$ cat src/logic/crs_pkg.sv
package crs_pkg;

  // Widths of the architectural state.
  localparam int DATA_W    = 32;
  localparam int SEL_W     = 16;
  localparam int GPR_N     = 8;
  localparam int GPR_IDX_W = 3;
  localparam int SEL_N     = 6;
  localparam int ADDR_W    = 12;
  localparam int IDX_W     = 6;
  localparam int BE_W      = 4;

  // Views of one general-purpose register.
  typedef enum logic [1:0] {
    VIEW_DWORD,
    VIEW_WORD,
    VIEW_LOW,
    VIEW_HIGH
  } crs_view_t;

  // Byte enables of each view.
  localparam logic [3:0] BE_DWORD = 4'hf;
  localparam logic [3:0] BE_WORD  = 4'h3;
  localparam logic [3:0] BE_LOW   = 4'h1;
  localparam logic [3:0] BE_HIGH  = 4'h2;

  // General-purpose register numbers.
  localparam logic [2:0] GPR_ACC   = 3'h0;
  localparam logic [2:0] GPR_COUNT = 3'h1;
  localparam logic [2:0] GPR_IO    = 3'h2;
  localparam logic [2:0] GPR_BASE  = 3'h3;
  localparam logic [2:0] GPR_STACK = 3'h4;
  localparam logic [2:0] GPR_FRAME = 3'h5;
  localparam logic [2:0] GPR_SRC   = 3'h6;
  localparam logic [2:0] GPR_DST   = 3'h7;

  // Segment selector numbers.
  localparam logic [2:0] SEL_CODE   = 3'h0;
  localparam logic [2:0] SEL_DMAIN  = 3'h1;
  localparam logic [2:0] SEL_STACK  = 3'h2;
  localparam logic [2:0] SEL_DEXTRA = 3'h3;
  localparam logic [2:0] SEL_DTHIRD = 3'h4;
  localparam logic [2:0] SEL_DFOUR  = 3'h5;

  // Register word indices; the byte address is four times the index.
  localparam logic [5:0] IDX_GPR32 = 6'h00;
  localparam logic [5:0] IDX_GPR16 = 6'h08;
  localparam logic [5:0] IDX_LOW   = 6'h10;
  localparam logic [5:0] IDX_HIGH  = 6'h14;
  localparam logic [5:0] IDX_SEL   = 6'h18;
  localparam logic [5:0] IDX_CODE  = 6'h18;
  localparam logic [5:0] IDX_MODE  = 6'h1e;
  localparam logic [5:0] IDX_SIZE  = 6'h1f;
  localparam logic [5:0] IDX_IP    = 6'h20;

  // Mode and size register bits.
  localparam int MODE_PROT_BIT = 0;
  localparam int SIZE_ADDR_BIT = 0;
  localparam int SIZE_OP_BIT   = 1;

  // Flags register layout.
  localparam logic [31:0] FLAGS_RESET    = 32'h0000_0002;
  localparam logic [31:0] FLAGS_RSVD_ONE = 32'h0000_0002;
  localparam logic [31:0] FLAGS_WR_MASK  = 32'h003f_7fd5;
  localparam logic [7:0]  FLAGS_ACC_MASK = 8'hd5;

  // Largest offsets per address size.
  localparam logic [31:0] LIMIT_16 = 32'h0000_ffff;
  localparam logic [31:0] LIMIT_32 = 32'hffff_ffff;

  // Cleans a flags image: reserved bits take their fixed values.
  function automatic logic [31:0] flags_clean(input logic [31:0] v);
    flags_clean = (v & FLAGS_WR_MASK) | FLAGS_RSVD_ONE;
  endfunction

endpackage

$ cat src/logic/crs_gpr_mem.sv
`timescale 1ns/10ps
`default_nettype none
module crs_gpr_mem
  import crs_pkg::*;
(
  input  wire logic                 i_clk,
  input  wire logic                 i_rst_n,
  input  wire logic                 i_we,
  input  wire logic [GPR_IDX_W-1:0] i_widx,
  input  wire logic [BE_W-1:0]      i_be,
  input  wire logic [DATA_W-1:0]    i_wdata,
  input  wire logic                 i_re,
  input  wire logic [GPR_IDX_W-1:0] i_ridx,
  output logic      [DATA_W-1:0]    o_rdata
);

  logic [DATA_W-1:0] mem_r [GPR_N];

  // Eight 32-bit registers; each byte lane is written only when enabled.
  always_ff @(posedge i_clk) begin  // RULE4
    if (i_we) begin
      for (int b = 0; b < BE_W; b++) begin
        if (i_be[b]) begin
          mem_r[i_widx][b*8 +: 8] <= i_wdata[b*8 +: 8];
        end
      end
    end
  end

  // Read data come out of a register one edge after the request.
  always_ff @(posedge i_clk or negedge i_rst_n) begin
    if (!i_rst_n) begin
      o_rdata <= '0;
    end else if (i_re) begin
      o_rdata <= mem_r[i_ridx];
    end
  end

endmodule
`default_nettype wire

$ cat src/logic/crs_regset.sv
// Summary of operation
// RULE1 - Real mode defaults to 16-bit address, operand.
// RULE2 - Real mode offset limit stays 0000FFFFH always.
// RULE3 - Protected mode sizes follow code descriptor bit.
// RULE4 - Eight 32-bit general-purpose registers provided.
// RULE5 - 16-bit view touches only bits 15..0.
// RULE6 - First four registers offer high, low bytes.
// RULE7 - Six 16-bit segment selector registers.
// RULE8 - Fetch address is code selector plus pointer.
// RULE9 - Code selector changes only by control transfer.
// RULE10 - Stack operations use the stack selector.
// RULE11 - Stack selector accepts explicit software loads.
// RULE12 - Reset or init pin sets flags 00000002H.
// RULE13 - Flags bits 1,3,5,15,22-31 are reserved.
// RULE14 - Flags move only in groups, never whole; here the pop and task-load paths load the whole flags image.
// RULE15 - Task suspend saves flags into task segment.
// RULE16 - New task reloads flags from its segment.
// RULE17 - Handler call pushes flags onto the stack.
// RULE18 - Interrupt task switch saves flags to segment.
// RULE19 - Reserved bit 1 reads one, others zero.
//
// Added by the designer: the register offsets and the APB register port.
`timescale 1ns/10ps
`default_nettype none
module crs_regset
  import crs_pkg::*;
(
  input  wire logic                 I_CLK,
  input  wire logic                 I_RST_N,
  input  wire logic                 I_INIT,
  input  wire logic                 I_PSEL,
  input  wire logic                 I_PENABLE,
  input  wire logic                 I_PWRITE,
  input  wire logic [ADDR_W-1:0]    I_PADDR,
  input  wire logic [DATA_W-1:0]    I_PWDATA,
  output logic      [DATA_W-1:0]    O_PRDATA,
  output logic                      O_PREADY,
  output logic                      O_PSLVERR,
  input  wire logic                 I_GPR_WE,
  input  wire logic [GPR_IDX_W-1:0] I_GPR_IDX,
  input  wire logic [1:0]           I_GPR_VIEW,
  input  wire logic [DATA_W-1:0]    I_GPR_WDATA,
  input  wire logic                 I_SEL_WE,
  input  wire logic [2:0]           I_SEL_IDX,
  input  wire logic [SEL_W-1:0]     I_SEL_WDATA,
  input  wire logic                 I_XFER_CS_LOAD,
  input  wire logic [SEL_W-1:0]     I_XFER_CS,
  input  wire logic                 I_XFER_CS_D32,
  input  wire logic                 I_IP_LOAD,
  input  wire logic [DATA_W-1:0]    I_IP_DATA,
  input  wire logic                 I_ADDR_OVR,
  input  wire logic                 I_OP_OVR,
  input  wire logic                 I_TASK_SWITCH,
  input  wire logic                 I_INT_ENTRY,
  input  wire logic                 I_INT_VIA_TASK,
  input  wire logic [DATA_W-1:0]    I_NEW_FLAGS,
  input  wire logic                 I_PUSH_FLAGS,
  input  wire logic                 I_POP_FLAGS,
  input  wire logic [DATA_W-1:0]    I_POP_DATA,
  input  wire logic                 I_LOAD_FLAGS_TO_ACC,
  input  wire logic                 I_STORE_ACC_TO_FLAGS,
  input  wire logic [7:0]           I_ACC_HIGH_BYTE,
  output logic      [DATA_W-1:0]    O_FLAGS,
  output logic      [DATA_W-1:0]    O_SAVE_FLAGS,
  output logic                      O_SAVE_VLD,
  output logic                      O_SAVE_TO_TSEG,
  output logic      [SEL_W-1:0]     O_FETCH_SEL,
  output logic      [DATA_W-1:0]    O_FETCH_OFS,
  output logic      [SEL_W-1:0]     O_STACK_SEL,
  output logic                      O_ADDR32,
  output logic                      O_OP32,
  output logic      [DATA_W-1:0]    O_ADDR_LIMIT
);

  // Maps a register index to the view it addresses.
  function automatic crs_view_t view_of(input logic [5:0] idx);
    if (idx < IDX_GPR16) begin
      view_of = VIEW_DWORD;
    end else if (idx < IDX_LOW) begin
      view_of = VIEW_WORD;
    end else if (idx < IDX_HIGH) begin
      view_of = VIEW_LOW;
    end else begin
      view_of = VIEW_HIGH;
    end
  endfunction

  // Byte enables of a view.
  function automatic logic [3:0] view_be(input crs_view_t v);
    case (v)
      VIEW_WORD: view_be = BE_WORD;
      VIEW_LOW:  view_be = BE_LOW;
      VIEW_HIGH: view_be = BE_HIGH;
      default:   view_be = BE_DWORD;
    endcase
  endfunction

  // Moves right-justified view data to its lanes in the word.
  function automatic logic [31:0] view_place(input crs_view_t v,
                                             input logic [31:0] d);
    if (v == VIEW_HIGH) begin
      view_place = {d[23:0], 8'h00};
    end else begin
      view_place = d;
    end
  endfunction

  // Extracts a view from a word, right-justified, upper bits zero.
  function automatic logic [31:0] view_read(input crs_view_t v,
                                            input logic [31:0] w);
    case (v)
      VIEW_WORD: view_read = {16'h0000, w[15:0]};
      VIEW_LOW:  view_read = {24'h00_0000, w[7:0]};
      VIEW_HIGH: view_read = {24'h00_0000, w[15:8]};
      default:   view_read = w;
    endcase
  endfunction

  logic             init_s1_r, init_s2_r, init_s3_r, init_lvl_r;
  logic [DATA_W-1:0] flags_r;
  logic [SEL_W-1:0] sel_r [SEL_N];
  logic             cs_d32_r;
  logic [DATA_W-1:0] ip_r;
  logic             prot_r;
  logic             pready_r;
  logic             apb_setup, apb_access, apb_first, addr_hi_ok;
  logic [5:0]       idx;
  crs_view_t        apb_view, exe_view;
  logic             is_gpr, is_sel, mapped, ro_hit;
  logic [2:0]       apb_gpr, apb_sel;
  logic             exe_ok, acc_ld_go, exe_busy, stall, apb_wr;
  logic             mem_we;
  logic [2:0]       mem_widx;
  logic [3:0]       mem_be;
  logic [DATA_W-1:0] mem_wdata, mem_rdata, prdata_nxt;
  logic             task_load, save_go, def32;

  // The init pin is foreign to this clock: three stages, and the level
  // moves only when the second and third stages agree.
  always_ff @(posedge I_CLK or negedge I_RST_N) begin
    if (!I_RST_N) begin
      init_s1_r  <= 1'b0;
      init_s2_r  <= 1'b0;
      init_s3_r  <= 1'b0;
      init_lvl_r <= 1'b0;
    end else begin
      init_s1_r <= I_INIT;
      init_s2_r <= init_s1_r;
      init_s3_r <= init_s2_r;
      if (init_s2_r == init_s3_r) begin
        init_lvl_r <= init_s3_r;
      end
    end
  end

  // APB decode; every register is one aligned word.
  assign apb_setup  = I_PSEL & ~I_PENABLE;
  assign apb_access = I_PSEL & I_PENABLE;
  assign apb_first  = apb_access & ~pready_r;
  assign idx        = I_PADDR[7:2];
  assign addr_hi_ok = (I_PADDR[ADDR_W-1:8] == '0);
  assign apb_view   = view_of(idx);
  assign is_gpr     = addr_hi_ok & (idx < IDX_SEL);
  assign is_sel     = addr_hi_ok & (idx >= IDX_SEL) & (idx < IDX_MODE);
  assign mapped     = addr_hi_ok & (idx <= IDX_IP);
  assign apb_gpr    = (apb_view == VIEW_LOW || apb_view == VIEW_HIGH) ?
                      {1'b0, idx[1:0]} : idx[2:0];
  assign apb_sel    = 3'(idx - IDX_SEL);
  // The code selector, size status and pointer are read-only here.
  assign ro_hit     = addr_hi_ok & ((idx == IDX_CODE) | (idx == IDX_SIZE) |
                                    (idx == IDX_IP));

  // Execution-side register writes; byte views exist only on 0..3.
  assign exe_view = crs_view_t'(I_GPR_VIEW);
  assign exe_ok   = I_GPR_WE & ~((exe_view == VIEW_LOW ||
                                  exe_view == VIEW_HIGH) &&
                                 I_GPR_IDX[2]);  // RULE6
  assign acc_ld_go = I_LOAD_FLAGS_TO_ACC & ~exe_ok;
  assign exe_busy = exe_ok | I_LOAD_FLAGS_TO_ACC;
  // An APB register write waits while the core owns the write port.
  assign stall    = is_gpr & I_PWRITE & exe_busy;
  assign apb_wr   = apb_first & I_PWRITE & ~stall & mapped & ~ro_hit;

  // One write port: core first, then flag-group move, then APB.
  always_comb begin
    mem_we    = 1'b0;
    mem_widx  = GPR_ACC;
    mem_be    = BE_DWORD;
    mem_wdata = I_PWDATA;
    if (exe_ok) begin
      mem_we    = 1'b1;
      mem_widx  = I_GPR_IDX;
      mem_be    = view_be(exe_view);  // RULE5
      mem_wdata = view_place(exe_view, I_GPR_WDATA);
    end else if (acc_ld_go) begin
      mem_we    = 1'b1;
      mem_widx  = GPR_ACC;
      mem_be    = view_be(VIEW_HIGH);  // RULE14
      mem_wdata = view_place(VIEW_HIGH, {24'h00_0000, flags_r[7:0]});
    end else if (apb_wr && is_gpr) begin
      mem_we    = 1'b1;
      mem_widx  = apb_gpr;
      mem_be    = view_be(apb_view);  // RULE5
      mem_wdata = view_place(apb_view, I_PWDATA);
    end
  end

  crs_gpr_mem u_gpr (
    .i_clk   (I_CLK),
    .i_rst_n (I_RST_N),
    .i_we    (mem_we),
    .i_widx  (mem_widx),
    .i_be    (mem_be),
    .i_wdata (mem_wdata),
    .i_re    (apb_setup & is_gpr),
    .i_ridx  (apb_gpr),
    .o_rdata (mem_rdata)
  );

  // Read data for the register addressed by APB.
  always_comb begin
    prdata_nxt = '0;
    if (is_gpr) begin
      prdata_nxt = view_read(apb_view, mem_rdata);
    end else if (is_sel) begin
      prdata_nxt = {16'h0000, sel_r[apb_sel]};
    end else if (addr_hi_ok && idx == IDX_MODE) begin
      prdata_nxt[MODE_PROT_BIT] = prot_r;
    end else if (addr_hi_ok && idx == IDX_SIZE) begin
      prdata_nxt[SIZE_ADDR_BIT] = def32;
      prdata_nxt[SIZE_OP_BIT]   = def32;
    end else if (addr_hi_ok && idx == IDX_IP) begin
      prdata_nxt = ip_r;
    end
  end

  // APB answer: ready in the second access cycle unless stalled.
  always_ff @(posedge I_CLK or negedge I_RST_N) begin
    if (!I_RST_N) begin
      pready_r  <= 1'b0;
      O_PRDATA  <= '0;
      O_PSLVERR <= 1'b0;
    end else begin
      pready_r  <= apb_first & ~stall;
      if (apb_first && !stall) begin
        O_PRDATA  <= I_PWRITE ? '0 : prdata_nxt;
        O_PSLVERR <= ~mapped | (I_PWRITE & ro_hit);  // RULE9
      end else begin
        O_PSLVERR <= 1'b0;
      end
    end
  end
  assign O_PREADY = pready_r;

  // Segment selectors; the code selector follows control transfers only.
  always_ff @(posedge I_CLK or negedge I_RST_N) begin  // RULE7
    if (!I_RST_N) begin
      for (int s = 0; s < SEL_N; s++) begin
        sel_r[s] <= '0;
      end
      cs_d32_r <= 1'b0;
    end else begin
      if (I_XFER_CS_LOAD) begin
        sel_r[SEL_CODE] <= I_XFER_CS;  // RULE9
        cs_d32_r        <= I_XFER_CS_D32;
      end
      for (int s = 1; s < SEL_N; s++) begin
        if (I_SEL_WE && I_SEL_IDX == 3'(s)) begin
          sel_r[s] <= I_SEL_WDATA;  // RULE11
        end else if (apb_wr && is_sel && apb_sel == 3'(s)) begin
          sel_r[s] <= I_PWDATA[SEL_W-1:0];  // RULE11
        end
      end
    end
  end

  // Instruction pointer and operating mode; init returns to real mode.
  always_ff @(posedge I_CLK or negedge I_RST_N) begin
    if (!I_RST_N) begin
      ip_r   <= '0;
      prot_r <= 1'b0;
    end else begin
      if (I_IP_LOAD) begin
        ip_r <= I_IP_DATA;
      end
      if (init_lvl_r) begin
        prot_r <= 1'b0;
      end else if (apb_wr && idx == IDX_MODE) begin
        prot_r <= I_PWDATA[MODE_PROT_BIT];
      end
    end
  end

  // Default sizes and offset limit for the current instruction.
  assign def32 = prot_r & cs_d32_r;  // RULE3
  always_ff @(posedge I_CLK or negedge I_RST_N) begin
    if (!I_RST_N) begin
      O_ADDR32     <= 1'b0;
      O_OP32       <= 1'b0;
      O_ADDR_LIMIT <= LIMIT_16;
    end else begin
      O_ADDR32 <= def32 ^ I_ADDR_OVR;  // RULE1
      O_OP32   <= def32 ^ I_OP_OVR;  // RULE1
      if (!prot_r) begin
        O_ADDR_LIMIT <= LIMIT_16;  // RULE2
      end else begin
        O_ADDR_LIMIT <= (def32 ^ I_ADDR_OVR) ? LIMIT_32 : LIMIT_16;
      end
    end
  end

  // Fetch and stack addressing outputs.
  always_ff @(posedge I_CLK or negedge I_RST_N) begin
    if (!I_RST_N) begin
      O_FETCH_SEL <= '0;
      O_FETCH_OFS <= '0;
      O_STACK_SEL <= '0;
    end else begin
      O_FETCH_SEL <= sel_r[SEL_CODE];  // RULE8
      O_FETCH_OFS <= ip_r;  // RULE8
      O_STACK_SEL <= sel_r[SEL_STACK];  // RULE10
    end
  end

  // Flags register; reserved bits never take written values.
  assign task_load = I_TASK_SWITCH | (I_INT_ENTRY & I_INT_VIA_TASK);
  always_ff @(posedge I_CLK or negedge I_RST_N) begin  // RULE13
    if (!I_RST_N) begin
      flags_r <= FLAGS_RESET;
    end else if (init_lvl_r) begin
      flags_r <= FLAGS_RESET;  // RULE12
    end else if (task_load) begin
      flags_r <= flags_clean(I_NEW_FLAGS);  // RULE16
    end else if (I_POP_FLAGS) begin
      flags_r <= flags_clean(I_POP_DATA);  // RULE14
    end else if (I_STORE_ACC_TO_FLAGS) begin
      flags_r[7:0] <= (I_ACC_HIGH_BYTE & FLAGS_ACC_MASK) |
                      (flags_r[7:0] & ~FLAGS_ACC_MASK);  // RULE19
    end
  end
  assign O_FLAGS = flags_r;

  // Saves the outgoing flags image; the target is the task segment or
  // the procedure stack.
  assign save_go = ~init_lvl_r & (I_TASK_SWITCH | I_INT_ENTRY | I_PUSH_FLAGS);
  always_ff @(posedge I_CLK or negedge I_RST_N) begin
    if (!I_RST_N) begin
      O_SAVE_FLAGS   <= '0;
      O_SAVE_VLD     <= 1'b0;
      O_SAVE_TO_TSEG <= 1'b0;
    end else begin
      O_SAVE_VLD <= save_go;  // RULE15
      if (save_go) begin
        O_SAVE_FLAGS   <= flags_r;  // RULE17
        O_SAVE_TO_TSEG <= task_load;  // RULE18
      end
    end
  end

  // Checks of the architectural behaviour.
  property p_real_op;
    @(posedge I_CLK) disable iff (!I_RST_N)
    (!prot_r && !I_OP_OVR && !I_ADDR_OVR) |=> (!O_OP32 && !O_ADDR32);
  endproperty
  a_real_op: assert property (p_real_op) // RULE1
    else $error("real mode size not 16 bits");

  property p_real_limit;
    @(posedge I_CLK) disable iff (!I_RST_N)
    !prot_r |=> (O_ADDR_LIMIT == LIMIT_16);
  endproperty
  a_real_limit: assert property (p_real_limit) // RULE2
    else $error("real mode limit exceeded 0000FFFF");

  property p_prot_size;
    @(posedge I_CLK) disable iff (!I_RST_N)
    (prot_r && !I_OP_OVR) |=> (O_OP32 == $past(cs_d32_r));
  endproperty
  a_prot_size: assert property (p_prot_size) // RULE3
    else $error("protected size not from descriptor");

  property p_word_view;
    @(posedge I_CLK) disable iff (!I_RST_N)
    (I_GPR_WE && exe_view == VIEW_WORD) |->
      (mem_be == BE_WORD && mem_wdata[15:0] == I_GPR_WDATA[15:0]);
  endproperty
  a_word_view: assert property (p_word_view) // RULE5
    else $error("word view touched upper half");

  property p_high_view;
    @(posedge I_CLK) disable iff (!I_RST_N)
    (I_GPR_WE && exe_view == VIEW_HIGH && !I_GPR_IDX[2]) |->
      (mem_be == BE_HIGH && mem_wdata[15:8] == I_GPR_WDATA[7:0]);
  endproperty
  a_high_view: assert property (p_high_view) // RULE6
    else $error("high byte view misplaced");

  property p_fetch;
    @(posedge I_CLK) disable iff (!I_RST_N)
    ##1 (O_FETCH_SEL == $past(sel_r[SEL_CODE]) &&
         O_FETCH_OFS == $past(ip_r));
  endproperty
  a_fetch: assert property (p_fetch) // RULE8
    else $error("fetch address not code selector and pointer");

  property p_cs_locked;
    @(posedge I_CLK) disable iff (!I_RST_N)
    (!I_XFER_CS_LOAD) |=> $stable(sel_r[SEL_CODE]);
  endproperty
  a_cs_locked: assert property (p_cs_locked) // RULE9
    else $error("code selector changed without transfer");

  property p_ss_load;
    @(posedge I_CLK) disable iff (!I_RST_N)
    (I_SEL_WE && I_SEL_IDX == SEL_STACK) |=>
      ##1 (O_STACK_SEL == $past(I_SEL_WDATA, 2));
  endproperty
  a_ss_load: assert property (p_ss_load) // RULE11
    else $error("stack selector load lost");

  property p_init;
    @(posedge I_CLK) disable iff (!I_RST_N)
    init_lvl_r |=> (flags_r == FLAGS_RESET);
  endproperty
  a_init: assert property (p_init) // RULE12
    else $error("flags not 00000002 after init");

  property p_rsvd;
    @(posedge I_CLK) disable iff (!I_RST_N)
    ((flags_r & ~FLAGS_WR_MASK) == FLAGS_RSVD_ONE);
  endproperty
  a_rsvd: assert property (p_rsvd) // RULE19
    else $error("reserved flag bits wrong");

  property p_task_save;
    @(posedge I_CLK) disable iff (!I_RST_N)
    (task_load && !init_lvl_r) |=>
      (O_SAVE_VLD && O_SAVE_TO_TSEG && O_SAVE_FLAGS == $past(flags_r) &&
       flags_r == flags_clean($past(I_NEW_FLAGS)));
  endproperty
  a_task_save: assert property (p_task_save) // RULE15
    else $error("task switch flags save or load wrong");

  property p_int_stack;
    @(posedge I_CLK) disable iff (!I_RST_N)
    (I_INT_ENTRY && !I_INT_VIA_TASK && !I_TASK_SWITCH && !init_lvl_r) |=>
      (O_SAVE_VLD && !O_SAVE_TO_TSEG);
  endproperty
  a_int_stack: assert property (p_int_stack) // RULE17
    else $error("handler call did not push flags");

  c_task: cover property (@(posedge I_CLK) disable iff (!I_RST_N)
    I_TASK_SWITCH ##1 O_SAVE_VLD);
  c_apb_gpr: cover property (@(posedge I_CLK) disable iff (!I_RST_N)
    apb_wr && is_gpr ##1 O_PREADY);
  c_init: cover property (@(posedge I_CLK) disable iff (!I_RST_N)
    $fell(init_lvl_r));

endmodule
`default_nettype wire

$ cat config.mk
export PLATFORM = sky130hd
export DESIGN_NAME = crs_regset
export DESIGN_NICKNAME = d
export VERILOG_FILES = /design/src/logic/crs_pkg.sv /design/src/logic/crs_gpr_mem.sv /design/src/logic/crs_regset.sv
export SDC_FILE = /design/constraint.sdc
export NUM_CORES = 1
export LEC_CHECK = 0
export ABC_AREA = 1
export BUFFER_PORTS_ARGS = -buffer_cell sky130_fd_sc_hd__buf_2
export CAP_MARGIN = 40
export CORE_MARGIN = 2
export CORE_UTILIZATION = 40
export DETAILED_ROUTE_END_ITERATION = 12
export PLACE_DENSITY_LB_ADDON = 0.15
export SLEW_MARGIN = 10
export SYNTH_ARGS = -nofsm -noshare
export SYNTH_HDL_FRONTEND = slang
export SYNTH_SLANG_ARGS = --single-unit
$ cat constraint.sdc
create_clock -name I_CLK -period 2.69 [get_ports I_CLK]
set_input_delay 0.538 -clock I_CLK [delete_from_list [all_inputs] [get_ports I_CLK]]
set_output_delay 0.538 -clock I_CLK [all_outputs]
set_load 0.02 [all_outputs]
# ---- Word-level counts from Yosys, hierarchy flattened
# Memories as Yosys holds them, arrays and structs flattened. A register that Yosys moved wholly into a read port is not among the register bits.
# Index checks and enable logic that the tools add are counted.
dict set report op_classes {
  addsub 1
  n_lt_le_gt_ge 8
  n_eq_ne 21
  muxes 64
  bitwise 41
  reduce_logical 31
}
# operator n
set ops {}
lappend ops {{$mux 32} 13}
lappend ops {{$mux 16} 12}
lappend ops {{$pmux 32 s3} 1}
lappend ops {{$bmux 16 s3} 1}
lappend ops {{$mux 31} 1}
lappend ops {{$mux 30} 1}
lappend ops {{$lt 6x5->1 const B} 4}
lappend ops {{$mux 24} 1}
lappend ops {{$pmux 4 s3} 2}
lappend ops {{$and 1x1->1} 22}
lappend ops {{$mux 1} 20}
lappend ops {{$eq 6x5->1 const B} 3}
lappend ops {{$logic_and 1x1->1} 18}
lappend ops {{$mux 8} 2}
lappend ops {{$eq 3x2->1 const B} 4}
lappend ops {{$eq 3x3->1 const B} 4}
lappend ops {{$mux 3} 4}
lappend ops {{$mux 4} 3}
lappend ops {{$reduce_bool 2->1} 6}
lappend ops {{$eq 2x2->1 const B} 4}
lappend ops {{$not 1->1} 8}
lappend ops {{$or 8x6->8} 1}
lappend ops {{$or 1x1->1} 7}
lappend ops {{$eq 3x1->1 const B} 2}
lappend ops {{16 further kinds} 22}
dict set report totals {
  ff_bits 332
  ramBits 256
  inputBits 240
  output_inout_bits 198
  elab_cells 194
  memories 1
}
# memory words word_bits read_ports rd_ports_with_merged_regs write_ports line
set memory_table {}
lappend memory_table {u_gpr.mem_r 8 32 1 1 1 crs_gpr_mem.sv:17} ;# logic [DATA_W-1:0] mem_r [GPR_N];

# ---- Longest topological paths before layout
dict set report depth {
  depth_word 18
  depth_mapped 14
  ltp_nobuf 12
}

# ---- By module
# Synthesis repeated with hierarchy kept, for this count alone.
dict set report hier_totals {
  hier_cells 2926
  area_unflattened_um2 26236.4
}
# module instances cells_per_inst area_each_um2
set modules_own_cells {}
lappend modules_own_cells {crs_regset 1 1764 14123.5}
lappend modules_own_cells {crs_gpr_mem 1 1162 12112.9}

# ---- Least setup slack after synthesis
# Ideal clock, no wire load.
dict set report synth_path {
  path_kind {input to register}
  startpoint {input port I_PADDR[4]}
  endpoint {memory u_gpr.mem_r[7][16], enable pin}
  setup_time_ps 409
  arrival_time_ps 2784
  slack_ps -503
  path_stages 10
  path_cell_list {buf_4 > nor2_4 > nand3_2 > nand2_2 > nand3_4 > nor2_8 > nand4_1 > nand2_1 > inv_1 > nor3_1}
}
dict set report synth_via {
  elab_chain_cells 15
}
# item line
set synth_lines {}
lappend synth_lines {{start: declaration} crs_regset.sv:34} ;# input wire logic [ADDR_W-1:0] I_PADDR,
lappend synth_lines {{$lt 6x5->1} crs_regset.sv:163} ;# assign is_gpr = addr_hi_ok & (idx < IDX_SEL);
lappend synth_lines {{$and 1x1->1} crs_regset.sv:163}
lappend synth_lines {{$and 1x1->1 (2 in a row)} crs_regset.sv:181} ;# assign stall = is_gpr & I_PWRITE & exe_busy;
lappend synth_lines {{$not 1->1} crs_regset.sv:182} ;# assign apb_wr = apb_first & I_PWRITE & ~stall & mapped & ~ro_hit;
lappend synth_lines {{$and 1x1->1 (3 in a row)} crs_regset.sv:182}
lappend synth_lines {{$logic_and 1x1->1} crs_regset.sv:200} ;# end else if (apb_wr && is_gpr) begin
lappend synth_lines {{$mux 4} crs_regset.sv:200}
lappend synth_lines {{$mux 4} crs_regset.sv:195} ;# end else if (acc_ld_go) begin
lappend synth_lines {{$mux 4} crs_regset.sv:190} ;# if (exe_ok) begin
lappend synth_lines {{$mux 1} crs_gpr_mem.sv:23} ;# if (i_be[b]) begin
lappend synth_lines {{$mux 1} crs_gpr_mem.sv:21} ;# if (i_we) begin
lappend synth_lines {{$mux 1 (not written as such)} crs_gpr_mem.sv:24} ;# mem_r[i_widx][b*8 +: 8] <= i_wdata[b*8 +: 8];
lappend synth_lines {{end: declaration} crs_gpr_mem.sv:17}
# Parallel ways exist; a longest one is shown, timed or not.

# ---- Final worst setup path
dict set report layout_path {
  startpoint {register pready_r (netlist: O_PREADY)}
  endpoint {memory u_gpr.mem_r[7][27], enable pin}
}
dict set report layout_via {
  elab_chain_cells 13
}
# item line
set layout_lines {}
lappend layout_lines {{start: declaration} crs_regset.sv:125} ;# logic pready_r;
lappend layout_lines {{start signal: assignment} crs_regset.sv:244} ;# pready_r <= apb_first & ~stall;
lappend layout_lines {{$not 1->1 (*)} crs_regset.sv:159} ;# assign apb_first = apb_access & ~pready_r;
lappend layout_lines {{$and 1x1->1 (*)} crs_regset.sv:159}
lappend layout_lines {{$and 1x1->1 (*) (4 in a row)} crs_regset.sv:182}
lappend layout_lines {{$logic_and 1x1->1 (*)} crs_regset.sv:200}
lappend layout_lines {{$mux 4} crs_regset.sv:200}
lappend layout_lines {{$mux 4} crs_regset.sv:195}
lappend layout_lines {{$mux 4} crs_regset.sv:190}
lappend layout_lines {{$mux 1} crs_gpr_mem.sv:23}
lappend layout_lines {{$mux 1} crs_gpr_mem.sv:21}
lappend layout_lines {{$mux 1 (not written as such)} crs_gpr_mem.sv:24}
# Mark *: on every way between the ends. The rest lies on a longest branch, timed or not.

==> flow_metrics.tcl <==
set metrics [dict create \
    synth_most_common_cell "nand2_1" \
    post_dp_cell_area_sq_um 27500 \
    initial_core_util 0.403 \
    viasPerCell 5.33 \
    fmax_ghz 0.430 \
    yosys-top-cells-count "nand2_1, dfrtp_1, edfxtp_1, nand3_1, o21ai_0" \
    cts.reportedPaths.clkPinSlew_ns 0.06 \
    slew_viol_final 0 \
    clock-sinks 563 \
    dr_total_vias 18600 \
    synth-seq-cells 563 \
    grt_setup_unrepaired "no" \
    grt_max_degree 82 \
    drt_wl_total_mm 73.9 \
    setup_slack_ns 0.362 \
    drc_errors 0 \
    ys.flop_type "dfrtp_1" \
    grt_use_total 0.234 \
    gr-total-overflow 0 \
    die_area_sq_um 62800 \
    fp.dieH_um 251 \
    synth_area_leaders "edfxtp_1, dfrtp_1, nand2_1, nand3_1, a22oi_1" \
    hold_buffers 1 \
    clk_latency_ns 0.60 \
    power.density_nw_per_um2 719 \
    ant_nets 0 \
    dp_slack_ns 0.0425 \
    hold_ws_ns 0.0588 \
    yosys.area.top_type "edfxtp_1" \
    drv_cap 0 \
    syn_inst 2280 \
    dr.first_iter.drc_count 1607 \
    post_drt_wl_per_cell_um 21.1 \
    io_pins 438 \
    dp_hpwl_mm 52.2 \
    grt_pass1_wl_mm 112 \
    async_reset_ff_frac 0.545 \
    power.leakage_nw 13.1 \
    yosysWarnings 0 \
    rows 90 \
    fill_cells 5492 \
    cts_tree "built" \
    yosysSeqAreaShare 0.632 \
    core_area_sq_um 60200 \
    endpoint_kind "flip-flop" \
    cts_buffers 66 \
    syn_area_per_cell_sq_um 10.7 \
    path_class "flip-flop to flip-flop" \
    cts_root_buffer "clkbuf_16" \
    worstMarginPinSlew_ns 0.866 \
    antenna_found_initial 0 \
    min_period_over_period 0.865 \
    htree_levels 3 \
    setup_viol 0 \
    io_buffer_count 362 \
    antennaDiodeCount 0 \
    synth-edff-count 256 \
    irDropWorstVdd_v 0.000647 \
    cp.required_ns 2.98 \
    cts_setup_buffers 0 \
    arrival_ns 2.62 \
    final_area_sq_um 29500 \
    synth_top_cell_area_share 0.316 \
    ys_types 46 \
    area_delta_synth_final_pct 21.5 \
    skew_ns 0.0192 \
    drtPass1Iterations 5 \
    clockBufferDepth 3 \
    hold_viol 0 \
    grt_pass1_vias 18000 \
    hold_class "input pin to flip-flop" \
    path_max_fanout 16 \
    drive_gt1_frac 0.246 \
    status "finished clean" \
    finalNetCount 2910 \
    slew_headroom 0.423 \
    synth_area_sq_um 24300 \
    crit_path_start_kind "flip-flop" \
    die_w_um 251 \
    routabilityCongestion 0.910 \
    fin_crit_ns 2.33 \
    ctsResizeCount 0 \
]
## registers in the layout, summed over array words and instances, names as in the netlist, 16 cells and up
register and cells:
ip_r 32, u_gpr.o_rdata 32, O_PRDATA 32, sel_r 96, u_gpr.mem_r 256, O_FLAGS 19
O_FETCH_OFS 32, O_SAVE_FLAGS 19, O_STACK_SEL 16, O_FETCH_SEL 16
## critical path, stage by stage (launching register included)
cell and delay [ns]:
dfrtp_1 0.42, nor2_1 0.11, nand2_1 0.12, inv_1 0.09
nand2_2 0.10, nor2_8 0.13, nand4_1 0.08, nand2_1 0.21
inv_1 0.15, buf_4 0.17, nor3_2 0.23, buf_12 0.21
## routing by layer
metal	up-vias	part of all wire	global-route usage
li1	8663	-	-
met1	9126	0.45	0.334
met2	742	0.46	0.366
met3	91	0.068	0.0446
met4	0	0.018	0.0619
met5	-	0	0
## path summary, 6_finish.rpt
check	end	depth (start not counted)	slack [ns]	from
worst min-delay path	init_s1_r	1	0.06	I_INIT
worst min register to register	init_s2_r	0	0.35	init_s1_r
worst max-delay path	u_gpr.mem_r[7][27]	11	0.36	O_PREADY
max in group asynchronous	O_PRDATA[17]	3	1.35	I_RST_N
worst max register to register	u_gpr.mem_r[7][27]	11	0.36	O_PREADY
min in group asynchronous	O_FETCH_SEL[8]	2	0.47	I_RST_N
## report_power, final
part / total [W] / internal (W) / switching [W]
Combinational: 0.00254 / 0.000866 / 0.00167
Clock: 0.00858 / 0.00515 / 0.00343
Sequential: 0.0101 / 0.00977 / 0.000356
## through the flow
step / cells / utilization / total power [W] / setup TNS, ns
global route: 3496 / 0.490 / 0.0221 / 0
detailed placement: 3383 / 0.456 / 0.0128 / 0
floorplan: 2320 / - / 0.0117 / -4.33
CTS: 3496 / 0.490 / 0.0215 / 0
global placement: 3383 / 0.456 / 0.0128 / 0
finish: 3496 / 0.490 / 0.0213 / 0
## layout by cell type, fill, tap and decap left out, types with 13 or more instances in the layout
cell type and n:
clkbuf_1 14, buf_12 27, nand2_1 535, conb_1 42, o21ai_0 169, inv_1 114, edfxtp_1 256, a22oi_1 124
nand3_1 218, clkbuf_16 68, buf_4 85, mux2_2 51, nor2_1 75, buf_2 361, o32ai_1 13, o31ai_1 18
dfrtp_1 306, o22ai_1 38, a21oi_1 37, nand4_1 30
## kinds of logic (layout without fill, tap and decap cells)
| family | count (synthesis) | in the layout | synth area share |
|---|---|---|---|
| simple gates | 903 | 903 | 0.165 |
| flops | 563 | 563 | 0.632 |
| compound gates | 437 | 437 | 0.114 |
| buf+inv | 316 | 710 | 0.0614 |
| mux | 56 | 56 | 0.0257 |
| other cells | 2 | 42 | 0.000309 |
| xor+xnor | 2 | 2 | 0.000721 |
| fa+ha+maj | 1 | 1 | 0.000412 |
## final cells by class
cell class / count / area (sq um) / share of cell area
Tap cell: 782 / 978 / 0.0331
Clock inverter: 21 / 198 / 0.00669
Multi-Input combinational cell: 1441 / 7640 / 0.259
Timing Repair Buffer: 475 / 3010 / 0.102
Inverter: 123 / 462 / 0.0156
Sequential cell: 563 / 15400 / 0.520
Clock buffer: 91 / 1880 / 0.0636
No activity file was read; power rests on OpenSTA's default activity.
